===== config.mk =====
export PLATFORM = sky130hd
export DESIGN_NAME = eeu_core
export DESIGN_NICKNAME = d
export VERILOG_FILES = /design/src/design/eeu_pkg.sv /design/src/design/eeu_core.sv /design/src/design/eeu_dmem.sv
export SDC_FILE = /design/constraint.sdc
export NUM_CORES = 2
export LEC_CHECK = 0
export BUFFER_PORTS_ARGS = -buffer_cell sky130_fd_sc_hd__buf_2
export CORE_ASPECT_RATIO = 1.75
export CORE_MARGIN = 3
export CORE_UTILIZATION = 55
export CTS_BUF_LIST = sky130_fd_sc_hd__clkbuf_8
export DETAILED_ROUTE_END_ITERATION = 10
export PLACE_DENSITY = 0.76
export SYNTH_ARGS = -nofsm -noshare
export SYNTH_HDL_FRONTEND = slang
export SYNTH_SLANG_ARGS = --single-unit

===== constraint.sdc =====
create_clock -name aclk -period 30.4 [get_ports aclk]
set_input_delay 6.08 -clock aclk [delete_from_list [all_inputs] [get_ports aclk]]
set_output_delay 6.08 -clock aclk [all_outputs]
set_load 0.1 [all_outputs]

===== src/design/eeu_pkg.sv =====
// package for the extended instruction execution unit: register map,
// field layouts, reset values, opcodes, states and cycle counts.
// assumes a 32-bit axi4-lite register bus with byte addresses.
package eeu_pkg;

  // ==========================================================================
  // bus and memory geometry
  localparam int          AXI_AW       = 8;
  localparam int          AXI_DW       = 32;
  localparam int          DMEM_AW      = 8;
  localparam int          PROG_AW      = 16;
  localparam int          PROG_DW      = 16;
  localparam logic [1:0]  RESP_OKAY    = 2'b00;
  localparam logic [1:0]  RESP_SLVERR  = 2'b10;

  // ==========================================================================
  // register offsets (byte addresses)
  localparam logic [7:0]  OFF_CMD      = 8'h00;
  localparam logic [7:0]  OFF_WREG     = 8'h04;
  localparam logic [7:0]  OFF_STATUS   = 8'h08;
  localparam logic [7:0]  OFF_TPLO     = 8'h0c;
  localparam logic [7:0]  OFF_TPHI     = 8'h10;
  localparam logic [7:0]  OFF_TLAT     = 8'h14;
  localparam logic [7:0]  OFF_MADDR    = 8'h18;
  localparam logic [7:0]  OFF_MDATA    = 8'h1c;
  localparam logic [2:0]  MAP_TOP      = 3'h0;   // offsets above 0x1f are unmapped

  // ==========================================================================
  // status word fields
  localparam int          STAT_FLAG_LSB = 0;
  localparam int          STAT_BUSY_BIT = 8;
  localparam int          STAT_SKIP_BIT = 9;
  localparam int          STAT_CYC_LSB  = 12;

  // ==========================================================================
  // reset values and constants
  localparam logic [7:0]  RST_BYTE     = 8'h00;
  localparam logic [15:0] RST_CMD      = 16'h0000;
  localparam logic [5:0]  RST_FLAGS    = 6'h00;
  localparam logic [1:0]  RST_CYC      = 2'h0;
  localparam logic [7:0]  LAST_PAGE_HI = 8'hff;  // high address byte of the final page
  localparam logic [1:0]  CYC_NORMAL   = 2'h2;
  localparam logic [1:0]  CYC_SKIP     = 2'h3;

  // ==========================================================================
  // opcodes
  typedef enum logic [3:0] {
    OP_SUBM    = 4'h0,
    OP_SWAP    = 4'h1,
    OP_SWAPA   = 4'h2,
    OP_SZ      = 4'h3,
    OP_SZA     = 4'h4,
    OP_SZBIT   = 4'h5,
    OP_TABRD   = 4'h6,
    OP_TABRDL  = 4'h7,
    OP_ITABRD  = 4'h8,
    OP_ITABRDL = 4'h9,
    OP_XOR     = 4'ha,
    OP_XORM    = 4'hb
  } eeu_op_t;

  // execution states, gray along idle-read-exec-dummy
  typedef enum logic [1:0] {
    ST_IDLE  = 2'b00,
    ST_READ  = 2'b01,
    ST_EXEC  = 2'b11,
    ST_DUMMY = 2'b10
  } eeu_state_t;

  // command word layout: [15:8] address, [6:4] bit select, [3:0] opcode
  typedef struct packed {
    logic [7:0] addr;
    logic       pad;
    logic [2:0] bit_sel;
    eeu_op_t    op;
  } eeu_cmd_t;

  // status flags, bit 0 upward: c, ac, z, ov, sgn, cmpz
  typedef struct packed {
    logic cmpz;
    logic sgn;
    logic ov;
    logic z;
    logic ac;
    logic c;
  } eeu_flags_t;

endpackage : eeu_pkg


===== src/design/eeu_core.sv =====
// execution unit for the subtract-to-memory, nibble swap, skip, table read
// and xor instructions, with an axi4-lite register file and data memory.
// assumes a same-clock program memory that returns data one clock after
// prog_rd, and a master that keeps to axi4-lite handshakes.
//
// Notes on behaviour
// - subtract-to-memory updates all six flags
// - nibble swap in memory, flags untouched
// - swap into working register, memory untouched
// - zero test rewrites byte, skips when zero
// - taken skip adds dummy cycle, three total
// - copy to working register, skip when zero
// - bit test skips when selected bit clear
// - specific page read: low to memory, high latched
// - last page read uses low pointer only
// - increment low pointer, then specific page read
// - increment low pointer, then last page read
// - xor into working register, zero flag only
// - xor into memory, zero flag only
// - subtract carry clear on borrow, else set
//
// The register offsets and the AXI4-Lite slave port were chosen for this implementation.
`timescale 1ns/10ps
module eeu_core (
  input  wire logic                          aclk,
  input  wire logic                          aresetn,
  input  wire logic [eeu_pkg::AXI_AW-1:0]    s_axi_awaddr,
  input  wire logic                          s_axi_awvalid,
  output logic                               s_axi_awready,
  input  wire logic [eeu_pkg::AXI_DW-1:0]    s_axi_wdata,
  input  wire logic [3:0]                    s_axi_wstrb,
  input  wire logic                          s_axi_wvalid,
  output logic                               s_axi_wready,
  output logic [1:0]                         s_axi_bresp,
  output logic                               s_axi_bvalid,
  input  wire logic                          s_axi_bready,
  input  wire logic [eeu_pkg::AXI_AW-1:0]    s_axi_araddr,
  input  wire logic                          s_axi_arvalid,
  output logic                               s_axi_arready,
  output logic [eeu_pkg::AXI_DW-1:0]         s_axi_rdata,
  output logic [1:0]                         s_axi_rresp,
  output logic                               s_axi_rvalid,
  input  wire logic                          s_axi_rready,
  output logic [eeu_pkg::PROG_AW-1:0]        prog_addr,
  output logic                               prog_rd,
  input  wire logic [eeu_pkg::PROG_DW-1:0]   prog_rdata,
  output logic                               busy,
  output logic                               skip_taken,
  output logic                               instr_done
);
  import eeu_pkg::*;

  // ==========================================================================
  // helpers
  function automatic logic [7:0] swap_nib(input logic [7:0] v);
    return {v[3:0], v[7:4]};
  endfunction : swap_nib

  function automatic logic is_mapped(input logic [7:0] a);
    return a[7:5] == MAP_TOP;
  endfunction : is_mapped

  function automatic logic [31:0] pick_word(input logic [7:0] a, input logic [255:0] bank);
    return bank[{a[4:2], 5'h00} +: 32];
  endfunction : pick_word

  function automatic logic op_legal(input logic [3:0] o);
    return o <= OP_XORM;
  endfunction : op_legal

  function automatic logic op_incr(input logic [3:0] o);
    return (o == OP_ITABRD) || (o == OP_ITABRDL);
  endfunction : op_incr

  function automatic logic op_last(input logic [3:0] o);
    return (o == OP_TABRDL) || (o == OP_ITABRDL);
  endfunction : op_last

  // ==========================================================================
  // state
  eeu_state_t  state;
  eeu_state_t  next_state;
  eeu_cmd_t    cmd;
  eeu_flags_t  flags;
  eeu_flags_t  next_flags;
  logic [7:0]  wreg;
  logic [7:0]  next_wreg;
  logic [7:0]  tplo;
  logic [7:0]  tphi;
  logic [7:0]  tlat;
  logic [7:0]  maddr;
  logic [7:0]  mdata_shadow;
  logic        shadow_pend;
  logic [7:0]  opnd;
  logic        last_skip;
  logic [1:0]  last_cyc;
  logic [7:0]  mem_rdata;

  // ==========================================================================
  // register bus decode
  logic        wr_fire;
  logic [31:0] wr_old;
  logic [31:0] wv;
  logic        wr_cmd;
  logic        wr_wreg;
  logic        wr_stat;
  logic        wr_tplo;
  logic        wr_tphi;
  logic        wr_maddr;
  logic        wr_mdata;
  logic        start;
  logic [7:0]  tplo_eff;
  logic [255:0] bank;
  logic [31:0] status_word;

  assign status_word = {18'h0, last_cyc, 2'b00, last_skip, busy, 2'b00, flags};
  assign bank = {{24'h0, mdata_shadow}, {24'h0, maddr}, {24'h0, tlat}, {24'h0, tphi},
                 {24'h0, tplo}, status_word, {24'h0, wreg}, {16'h0, cmd}};

  // only whole handshakes act; strobed-off lanes keep their old contents
  assign wr_fire = s_axi_awvalid && s_axi_awready && s_axi_wvalid && s_axi_wready;
  assign wr_old  = pick_word(s_axi_awaddr, bank);
  assign wv      = {s_axi_wstrb[3] ? s_axi_wdata[31:24] : wr_old[31:24],
                    s_axi_wstrb[2] ? s_axi_wdata[23:16] : wr_old[23:16],
                    s_axi_wstrb[1] ? s_axi_wdata[15:8]  : wr_old[15:8],
                    s_axi_wstrb[0] ? s_axi_wdata[7:0]   : wr_old[7:0]};

  // per-register write selects, address bits 1:0 ignored
  assign wr_cmd   = wr_fire && ({s_axi_awaddr[7:2], 2'b00} == OFF_CMD);
  assign wr_wreg  = wr_fire && ({s_axi_awaddr[7:2], 2'b00} == OFF_WREG);
  assign wr_stat  = wr_fire && ({s_axi_awaddr[7:2], 2'b00} == OFF_STATUS);
  assign wr_tplo  = wr_fire && ({s_axi_awaddr[7:2], 2'b00} == OFF_TPLO);
  assign wr_tphi  = wr_fire && ({s_axi_awaddr[7:2], 2'b00} == OFF_TPHI);
  assign wr_maddr = wr_fire && ({s_axi_awaddr[7:2], 2'b00} == OFF_MADDR);
  assign wr_mdata = wr_fire && ({s_axi_awaddr[7:2], 2'b00} == OFF_MDATA);

  // an unknown opcode is stored but starts nothing
  assign start    = wr_cmd && op_legal(wv[3:0]);
  // low pointer is bumped before the fetch address is formed
  assign tplo_eff = op_incr(wv[3:0]) ? tplo + 8'h01 : tplo;

  // ==========================================================================
  // execution datapath, valid in the exec state
  logic [7:0] m;
  logic [8:0] diff;
  logic [4:0] nib_diff;
  logic [7:0] xor_res;
  logic       is_subm;
  logic       is_swap;
  logic       is_swapa;
  logic       is_sz;
  logic       is_sza;
  logic       is_szbit;
  logic       is_tab;
  logic       is_xor;
  logic       is_xorm;
  logic       skip_hit;
  logic       exec_wb;
  logic [7:0] exec_wdata;
  logic       sub_ov;
  logic       in_exec;

  assign in_exec  = (state == ST_EXEC);
  assign m        = opnd;
  assign is_subm  = cmd.op == OP_SUBM;
  assign is_swap  = cmd.op == OP_SWAP;
  assign is_swapa = cmd.op == OP_SWAPA;
  assign is_sz    = cmd.op == OP_SZ;
  assign is_sza   = cmd.op == OP_SZA;
  assign is_szbit = cmd.op == OP_SZBIT;
  assign is_tab   = (cmd.op == OP_TABRD) || (cmd.op == OP_TABRDL) ||
                    (cmd.op == OP_ITABRD) || (cmd.op == OP_ITABRDL);
  assign is_xor   = cmd.op == OP_XOR;
  assign is_xorm  = cmd.op == OP_XORM;

  // nine-bit difference keeps the borrow, five-bit one the nibble borrow
  assign diff     = {1'b0, wreg} - {1'b0, m};
  assign nib_diff = {1'b0, wreg[3:0]} - {1'b0, m[3:0]};
  assign sub_ov   = (wreg[7] ^ m[7]) & (diff[7] ^ wreg[7]);
  assign xor_res  = wreg ^ m;

  // skip decisions: whole byte zero, or selected bit clear
  assign skip_hit = in_exec && ((((is_sz || is_sza) && (m == 8'h00))) ||
                                (is_szbit && !m[cmd.bit_sel]));

  // memory write-back; the zero test writes the same byte back
  assign exec_wb    = in_exec && (is_subm || is_swap || is_sz || is_tab || is_xorm);
  assign exec_wdata = is_subm ? diff[7:0] :
                      is_swap ? swap_nib(m) :
                      is_tab  ? prog_rdata[7:0] :
                      is_xorm ? xor_res :
                      m;

  // flags: subtract sets all six, xor only z, everything else none
  assign next_flags = !in_exec ? flags :
                      is_subm ? eeu_flags_t'{cmpz: (diff[7:0] == 8'h00),
                                             sgn:  sub_ov ^ diff[7],
                                             ov:   sub_ov,
                                             z:    (diff[7:0] == 8'h00),
                                             ac:   ~nib_diff[4],
                                             c:    ~diff[8]} :
                      (is_xor || is_xorm) ?
                        eeu_flags_t'{cmpz: flags.cmpz, sgn: flags.sgn, ov: flags.ov,
                                     z: (xor_res == 8'h00),
                                     ac: flags.ac, c: flags.c} :
                      flags;

  // working register sources; the swap-to-working path never writes memory
  assign next_wreg = !in_exec ? wreg :
                     is_swapa ? swap_nib(m) :
                     is_sza   ? m :
                     is_xor   ? xor_res :
                     wreg;

  // ==========================================================================
  // data memory port: exec owns it, the bus uses it only while idle
  logic [7:0] mem_addr;
  logic       mem_we;
  logic [7:0] mem_wdata;

  assign mem_addr  = in_exec  ? cmd.addr :
                     wr_cmd   ? wv[15:8] :
                     wr_maddr ? wv[7:0] :
                     maddr;
  assign mem_we    = exec_wb || wr_mdata;
  assign mem_wdata = in_exec ? exec_wdata : wv[7:0];

  eeu_dmem u_dmem (
    .aclk  (aclk),
    .we    (mem_we),
    .addr  (mem_addr),
    .wdata (mem_wdata),
    .rdata (mem_rdata)
  );

  // ==========================================================================
  // sequencer: read, exec, then a dummy cycle when a skip is taken
  always_comb begin
    next_state = state;
    unique case (state)
      ST_IDLE:  next_state = start ? ST_READ : ST_IDLE;
      ST_READ:  next_state = ST_EXEC;
      ST_EXEC:  next_state = skip_hit ? ST_DUMMY : ST_IDLE;
      ST_DUMMY: next_state = ST_IDLE;
    endcase
  end

  always_ff @(posedge aclk) begin
    if (!aresetn) begin
      state <= ST_IDLE;
    end else begin
      state <= next_state;
    end
  end

  // busy covers every cycle of the instruction; done marks its end
  always_ff @(posedge aclk) begin
    if (!aresetn) begin
      busy       <= 1'b0;
      skip_taken <= 1'b0;
      instr_done <= 1'b0;
      last_skip  <= 1'b0;
      last_cyc   <= RST_CYC;
    end else begin
      busy       <= (next_state != ST_IDLE);
      skip_taken <= skip_hit;
      instr_done <= (in_exec && !skip_hit) || (state == ST_DUMMY);
      if (in_exec) begin
        last_skip <= skip_hit;
        last_cyc  <= skip_hit ? CYC_SKIP : CYC_NORMAL;
      end
    end
  end

  // operand capture and program fetch request
  always_ff @(posedge aclk) begin
    if (!aresetn) begin
      opnd      <= RST_BYTE;
      prog_rd   <= 1'b0;
      prog_addr <= {RST_BYTE, RST_BYTE};
    end else begin
      if (state == ST_READ) begin
        opnd <= mem_rdata;
      end
      prog_rd <= start && (wv[3:0] >= OP_TABRD) && (wv[3:0] <= OP_ITABRDL);
      if (start) begin
        prog_addr <= op_last(wv[3:0]) ? {LAST_PAGE_HI, tplo_eff} :
                                        {tphi, tplo_eff};
      end
    end
  end

  // software-visible registers; bus writes only land while idle
  always_ff @(posedge aclk) begin
    if (!aresetn) begin
      cmd   <= eeu_cmd_t'(RST_CMD);
      wreg  <= RST_BYTE;
      flags <= eeu_flags_t'(RST_FLAGS);
      tplo  <= RST_BYTE;
      tphi  <= RST_BYTE;
      tlat  <= RST_BYTE;
      maddr <= RST_BYTE;
    end else begin
      if (wr_cmd) cmd <= eeu_cmd_t'(wv[15:0]);
      wreg  <= wr_wreg ? wv[7:0] : next_wreg;
      flags <= wr_stat ? eeu_flags_t'(wv[5:0]) : next_flags;
      if (wr_tplo) tplo <= wv[7:0];
      else if (start && op_incr(wv[3:0])) tplo <= tplo_eff;
      if (wr_tphi) tphi <= wv[7:0];
      if (in_exec && is_tab) tlat <= prog_rdata[15:8];
      if (wr_maddr) maddr <= wv[7:0];
    end
  end

  // memory window shadow; an instruction writing the same byte leaves it stale
  always_ff @(posedge aclk) begin
    if (!aresetn) begin
      mdata_shadow <= RST_BYTE;
      shadow_pend  <= 1'b0;
    end else begin
      shadow_pend <= wr_maddr;
      if (wr_mdata) mdata_shadow <= wv[7:0];
      else if (shadow_pend) mdata_shadow <= mem_rdata;
    end
  end

  // ==========================================================================
  // axi4-lite write channel: takes address and data together while idle,
  // which also stalls any write that would race a running instruction
  always_ff @(posedge aclk) begin
    if (!aresetn) begin
      s_axi_awready <= 1'b0;
      s_axi_wready  <= 1'b0;
      s_axi_bvalid  <= 1'b0;
      s_axi_bresp   <= RESP_OKAY;
    end else begin
      s_axi_awready <= s_axi_awvalid && s_axi_wvalid && !s_axi_awready &&
                       !s_axi_bvalid && (state == ST_IDLE) && !start;
      s_axi_wready  <= s_axi_awvalid && s_axi_wvalid && !s_axi_awready &&
                       !s_axi_bvalid && (state == ST_IDLE) && !start;
      if (wr_fire) begin
        s_axi_bvalid <= 1'b1;
        s_axi_bresp  <= is_mapped(s_axi_awaddr) ? RESP_OKAY : RESP_SLVERR;
      end else if (s_axi_bready) begin
        s_axi_bvalid <= 1'b0;
      end
    end
  end

  // axi4-lite read channel: data latched with the address handshake
  always_ff @(posedge aclk) begin
    if (!aresetn) begin
      s_axi_arready <= 1'b0;
      s_axi_rvalid  <= 1'b0;
      s_axi_rdata   <= {AXI_DW{1'b0}};
      s_axi_rresp   <= RESP_OKAY;
    end else begin
      s_axi_arready <= s_axi_arvalid && !s_axi_arready && !s_axi_rvalid;
      if (s_axi_arvalid && s_axi_arready) begin
        s_axi_rvalid <= 1'b1;
        s_axi_rdata  <= is_mapped(s_axi_araddr) ? pick_word(s_axi_araddr, bank)
                                                : {AXI_DW{1'b0}};
        s_axi_rresp  <= is_mapped(s_axi_araddr) ? RESP_OKAY : RESP_SLVERR;
      end else if (s_axi_rready) begin
        s_axi_rvalid <= 1'b0;
      end
    end
  end

endmodule : eeu_core


===== src/design/eeu_dmem.sv =====
// data memory for the execution unit: one port, synchronous write,
// read data from a register one clock after the address.
// assumes the caller never reads and writes different words in one cycle.
`timescale 1ns/10ps
module eeu_dmem (
  input  wire logic                      aclk,
  input  wire logic                      we,
  input  wire logic [eeu_pkg::DMEM_AW-1:0] addr,
  input  wire logic [7:0]                wdata,
  output logic      [7:0]                rdata
);
  import eeu_pkg::*;

  // ==========================================================================
  // storage
  logic [7:0] mem [0:(1<<DMEM_AW)-1];

  // read first, read data registered; no reset on the array itself
  always_ff @(posedge aclk) begin
    if (we) begin
      mem[addr] <= wdata;
    end
    rdata <= mem[addr];
  end

endmodule : eeu_dmem


# After elaboration in Yosys (flattened, before gate mapping)
# Memory sizes are Yosys's and may differ from the RTL's. A register that Yosys moved wholly into a read port is not among the register bits.
# Index checks and enable logic that the tools add are counted.
[totals]
latch_bits = 0
register_bits = 144
output_inout_bits = 61
romBits = 0
ram_bits = 2048
memories = 1
[mem_list]
columns = ["name", "depth", "width", "rd", "rd_ports_with_merged_regs", "write_ports", "line", "text"]
rows = [
  ["u_dmem.mem", 256, 8, 1, 1, 1, "eeu_dmem.sv:16", "logic [7:0] mem [0:(1<<DMEM_AW)-1];"],
]
[op_classes]
reduce_logical = 70
n_addsub = 3
order_cmp = 4
eq_ne = 23
div_mod_pow = 0
mul = 0
n_shift = 2
n_bitwise = 7
muxes = 40
[op_table]
columns = ["operator", "n"]
rows = [
  ["256-bit by 9-bit variable part select with 16-bit output", 1],
  ["256-bit by 9-bit variable part select with 32-bit output", 1],
  ["8-bit 2-to-1 mux", 20],
  ["32-bit 2-to-1 mux", 1],
  ["1-bit logical AND", 28],
  ["4-bit == test (second input constant)", 6],
  ["8-bit logical NOT", 3],
  ["4-bit by 3-bit == test with 1-bit output (second input constant)", 5],
  ["6-bit by 3-bit == test with 1-bit output (second input constant)", 3],
  ["6-bit 2-to-1 mux", 3],
  ["16-bit 2-to-1 mux", 1],
  ["2-bit nonzero test", 8],
  ["1-bit logical OR", 14],
  ["6-bit by 2-bit == test with 1-bit output (second input constant)", 2],
  ["1-bit 2-to-1 mux", 9],
  ["8-bit by 8-bit subtractor with 9-bit output", 1],
  ["8-bit by 1-bit adder with 8-bit output (second input constant)", 1],
  ["4-bit by 2-bit == test with 1-bit output (second input constant)", 2],
  ["4-bit <= comparator (second input constant)", 2],
  ["2-bit one-hot mux with 4 select lines", 1],
  ["8-bit XOR", 1],
  ["1-bit logical NOT", 7],
  ["6-bit by 1-bit == test with 1-bit output (second input constant)", 1],
  ["3-bit logical NOT", 2],
  ["other kinds (18)", 26],
]

# Depth between registers and ports, before layout
[logic_depth]
ltp_word = 10
depth_mapped = 19
depth_no_buf = 17

# Hierarchy
# Synthesis repeated with hierarchy kept, for this count alone.
[hier_totals]
cells_unflattened = 4454
area_unflattened_um2 = 85972.5
[modules_own_cells]
columns = ["module", "seq_area_each_um2", "cells_per_inst", "instances", "area_each_um2"]
rows = [
  ["eeu_dmem", 61659.1, 3547, 1, 78492.8],
  ["eeu_core", 2502.4, 907, 1, 7479.7],
]

# Least setup slack after synthesis
# No wires, ideal clock.
[synth_path]
path_type = "input -> register"
from = "input prog_rdata[4] in the netlist's numbering"
to = "memory u_dmem.mem[0][4], data pin"
slack_ns = 11.863
arrival_time_ns = 16.350
required_time_ns = 28.213
stages = 4
n_path_buf = 0
setup_ns = 2.187
path_cell_list = "mux2i_1 -> a211oi_1 -> a21oi_1 -> o21ai_0"
[synth_via]
elab_chain_len = 4
[synth_lines]
columns = ["element", "line", "text"]
rows = [
  ["start, declared", "eeu_core.sv:46", "input wire logic [eeu_pkg::PROG_DW-1:0] prog_rdata,"],
  ["8-bit 2-to-1 mux", "eeu_core.sv:190", "is_tab ? prog_rdata[7:0] :"],
  ["8-bit 2-to-1 mux", "eeu_core.sv:189", "is_swap ? swap_nib(m) :"],
  ["8-bit 2-to-1 mux", "eeu_core.sv:188", "assign exec_wdata = is_subm ? diff[7:0] :"],
  ["8-bit 2-to-1 mux", "eeu_core.sv:226", "assign mem_wdata = in_exec ? exec_wdata : wv[7:0];"],
  ["net mem_wdata[4]", "eeu_core.sv:219", "logic [7:0] mem_wdata;"],
  ["end, declared", "eeu_dmem.sv:16", ""],
]
# The timed path passes the listed nets, and every way through them passes these cells.

# Final worst setup path
[layout_path]
from = "input s_axi_awaddr[3] in the netlist's numbering"
to = "register u_dmem.rdata[6] (read register of u_dmem.mem)"
[layout_via]
elab_chain_len = 5
word_cells_on_any_way = 10
classes_between = "eq/ne (1); shift (1); mux (5); reduce/logical (3)"
[layout_lines]
columns = ["element", "line", "text"]
rows = [
  ["start, declared", "eeu_core.sv:27", "input wire logic [eeu_pkg::AXI_AW-1:0] s_axi_awaddr,"],
  ["256-bit by 9-bit variable part select with 16-bit output or 6-bit by 3-bit == test with 1-bit output (tied branches)", "eeu_core.sv:64, eeu_core.sv:134", ""],
  ["8-bit 2-to-1 mux or 1-bit logical AND (tied branches)", "eeu_core.sv:126, eeu_core.sv:134", ""],
  ["8-bit 2-to-1 mux", "--", ""],
  ["8-bit 2-to-1 mux *", "eeu_core.sv:222", "wr_cmd ? wv[15:8] :"],
  ["8-bit 2-to-1 mux *", "eeu_core.sv:221", "assign mem_addr = in_exec ? cmd.addr :"],
  ["end, declared", "eeu_dmem.sv:10", "output logic [7:0] rdata"],
]
# Every way passes the cells marked *; elsewhere a longest branch is shown, timed or not.
# A chain may end at the register's enable or synchronous reset.

==> qor.yml <==
die:
  start_util: 0.555
  coreArea_um2: 160000
  rows: 194
  dieArea_um2: 167000
  die_w_um: 310
  fp.dieH_um: 538
  io_pins: 136
timing:
  worstMarginPinSlew_ns: 1.48
  tns_ns: 0
  finClkSkew_ns: 0.0563
  fmax_mhz: 76.1
  fin_crit_sh: 0.432
  rsz0062_at_grt: "no"
  setup_violations: 0
  relSlewSlack: 0.00975
  hold_viol: 0
  hold_ws_ns: 0.449
  period_needed_ns: 13.14
  maxSlewViolCount: 0
setup_path:
  crit_top_cell: "buf_4"
  r2r_slack_ns: 22.31
  critPathCaptureType: "register"
  r2r_start: "s_axi_wready$_SDFF_PN0_"
  cp_cell_sequence: "buf_2, buf_4, or2b_1, nor3_4, nor3_1, o22ai_4, buf_4, nand2_8, buf_12, buf_4, nand3_2, buf_4, buf_4, o22ai_1, nor4_1, o22ai_1, o21bai_1, o2111ai_1"
  cp_top_family: "simple AND/OR/NAND/NOR gates"
  worstPathMaxFanout: 92
  worstPathBufferInverterCount: 7
  arrival_ns: 13.88
  crit_type: "input port to register"
  r2r_cells: 16
  critPathRequiredTime_ns: 31.14
  crit_path_top_delay_cell: "nor4_1"
  reg2reg_to: "u_dmem.rdata[6]$_DFF_P_"
  critPathLaunchType: "input port"
  cpPeakStageDelay_ns: 0.97
finish:
  drive_gt1_frac: 0.126
  area_growth_pct: 8.45
  num-nets-final: 6370
  fin_cells: 8563
  utilization: 0.602
  finish.instance_area_um2: 96400
  fillCellCount: 11700
synth:
  synth.area.top_cells: "edfxtp_1 (69%), mux2i_1 (4.7%), nand2_1 (4.1%), dfxtp_1 (3.0%), mux4_2 (2.3%)"
  netlist_instances: 6168
  yosysSeqAreaShare: 0.722
  synthArstFlopShare: 0
  synth_top_area_share: 0.692
  synth-edff-count: 2048
  synth.ff_latch_count: 2181
  synth_top_area_cell: "edfxtp_1"
  netlist_area_um2: 88900
  syn_area_per_cell_um2: 14.4
  ys_types: 96
  synth-main-ff-cell: "edfxtp_1"
  synth_warnings: 0
detailed_routing:
  vias_per_cell: 6.81
  drt_iter0_drc: 8331
  post_drt_wl_per_cell_um: 32.9
  firstDrtPassIters: 9
  ant_nets: 0
  drt_wl_total_mm: 282
  drc: 0
  vias: 58300
placed_design:
  numPlacedInstances: 8046
  gp_congestion: 1.01
  portBuffers: 95
  dpl.hpwl_mm: 174
  placed_area_um2: 91100
worst_hold_path:
  holdPathEnd: "s_axi_arready$_SDFF_PN0_"
  hold_start: "s_axi_rvalid$_SDFFE_PN0P_"
  hp-class: "register to register"
  min_delay_path_depth: 1
outcome:
  violations: "capacitance limit"
  status: "finished, violations left"
clock_tree:
  ctsResizeCount: 0
  clockBufferDepth: 4
  clk_latency_ns: 0.93
  post_cts_buffers: 0
  cts.htree.levels: 5
  cts_buffers: 292
  hold_buffers: 0
  clock-root-buffer: "clkbuf_8"
  cts_sinks: 2181
  cts_tree: "built"
  clk_pin_slew_ns: 0.07
global_route:
  grt_pass1_wl_mm: 397
  grt_antenna_before_repair: 22
  grt_pass1_vias: 56600
  grt_overflow: 0
  grt_max_degree: 137
  grt_util_all_layers: 0.335
job:
  maxCapViolations: 1
pwr:
  p_per_area_nw_per_um2: 56.9
  p_leak_nw: 30.5
  vdd_drop_max_v: 0.0000334
## flip-flops by register name, summed over array words and instances, names as in the netlist, 2 cells and up
register	count
wreg	8
maddr	8
mdata_shadow	8
prog_addr	16
tplo	8
s_axi_rdata	16
state	2
bank	22
last_cyc	2
tphi	8
u_dmem.mem	2048
m	8
u_dmem.rdata	8
tlat	8
## placed cells by master (no fill, tap or decap), drive strengths merged, types with 41 or more instances in the layout
cell type  count
inv          112
dfxtp        133
clkbuf       309
a22oi         54
a32oi         41
and3          77
nand4         86
nand3        295
clkinv        82
a221oi        55
a31oi         55
nor4          45
nor2         427
mux2i        419
nand2        967
o22ai        138
edfxtp      2048
a211oi       100
mux4          98
buf          250
o21ai         72
a21oi        272
## per-stage QoR
step / total power (W) / worst slack [ns]
after floorplan: 0.00348 / 11.86
after detailed placement: 0.00349 / 16.87
final: 0.00549 / 17.26
after global placement: 0.00349 / 16.87
after global routing: 0.00562 / 17.44
after CTS: 0.00549 / 17.83
## synthesized netlist by cell type, types with 7 or more instances
cell / count
edfxtp_1: 2048
nand2_1: 965
nor2_1: 425
mux2i_1: 419
nand3_1: 295
a21oi_1: 271
clkbuf_1: 157
o22ai_1: 138
buf_2: 136
dfxtp_1: 133
a211oi_1: 100
mux4_2: 91
nand4_1: 86
and3_1: 77
o21ai_0: 65
buf_4: 64
a31oi_1: 55
a22oi_1: 54
a221oi_1: 53
buf_6: 44
nor4_1: 43
a32oi_1: 41
buf_1: 35
a311oi_1: 31
nor3_1: 30
inv_1: 21
a2111oi_0: 20
mux2_2: 18
and2_1: 11
nand2b_1: 11
nor2b_1: 11
o211ai_1: 11
o31ai_1: 11
o41ai_1: 11
o221a_2: 10
ha_1: 9
o2111ai_1: 9
a221o_1: 8
o221ai_1: 8
or3_1: 8
a22o_1: 7
mux4_1: 7
xnor2_1: 7
## where the power goes
| part | leakage (nW) | internal, W | switching, W | total [W] |
|---|---|---|---|---|
| Combinational | 7.88 | 0.0000143 | 0.000109 | 0.000123 |
| Clock | 3.00 | 0.000998 | 0.00106 | 0.00206 |
| Sequential | 19.6 | 0.00331 | 0.000000414 | 0.00331 |
## worst max-delay path by stage
stage / from / to / slack, ns / depth (start not counted)
5_1_grt: s_axi_awaddr[3] / u_dmem.rdata[6]$_DFF_P_ / 17.44 / 18
3_5_place_dp: s_axi_awaddr[3] / u_dmem.rdata[6]$_DFF_P_ / 16.87 / 18
4_1_cts: s_axi_awaddr[3] / u_dmem.rdata[6]$_DFF_P_ / 17.83 / 18
6_report: s_axi_awaddr[3] / u_dmem.rdata[6]$_DFF_P_ / 17.26 / 18
3_3_place_gp: s_axi_awaddr[3] / u_dmem.rdata[6]$_DFF_P_ / 16.87 / 18
2_1_floorplan: prog_rdata[4] / u_dmem.mem[0][4]$_DFFE_PP_ / 11.86 / 4
## worst reg2reg max path, stage by stage (launching register included)
cell and delay, ns:
dfxtp_1 0.39, nand3_1 0.51, nor3_4 0.74, nor3_1 0.21
o22ai_4 0.14, buf_4 0.71, nand2_8 0.60, buf_12 0.49
buf_4 0.55, nand3_2 0.46, buf_4 0.42, buf_4 0.44
o22ai_1 0.22, nor4_1 0.97, o22ai_1 0.20, o21bai_1 0.63
o2111ai_1 0.22
## final cells by class
| type | count | area (um2) | share of cell area |
|---|---|---|---|
| clock inverter | 186 | 967 | 0.0100 |
| tap | 2058 | 2570 | 0.0267 |
| timing repair buffer | 250 | 1730 | 0.0180 |
| sequential | 2181 | 64200 | 0.665 |
| multi-input combinational | 3538 | 22600 | 0.235 |
| clock buffer | 309 | 4250 | 0.0441 |
| inverter | 21 | 78.8 | 0.000817 |
| antenna | 20 | 50.0 | 0.000519 |
## kinds of logic after synthesis
logic type	share of synthesized area
compound gates	0.0738
xor+xnor	0.00128
fa+ha+maj	0.00172
buf+inv	0.0295
flops	0.722
mux	0.0746
other cells	0.0000422
simple gates	0.0976
## metal layers
| layer | wire length (um) | share of wire | track usage | vias up |
|---|---|---|---|---|
| met5 | 65 | 0.00023 | 0 | - |
| met4 | 32200 | 0.11 | 0.311 | 10 |
| met3 | 32400 | 0.12 | 0.0870 | 1288 |
| met2 | 133000 | 0.47 | 0.533 | 4605 |
| met1 | 84400 | 0.30 | 0.365 | 28500 |
| li1 | - | - | - | 23900 |
Note: power is estimated with default switching activity, not from simulation.
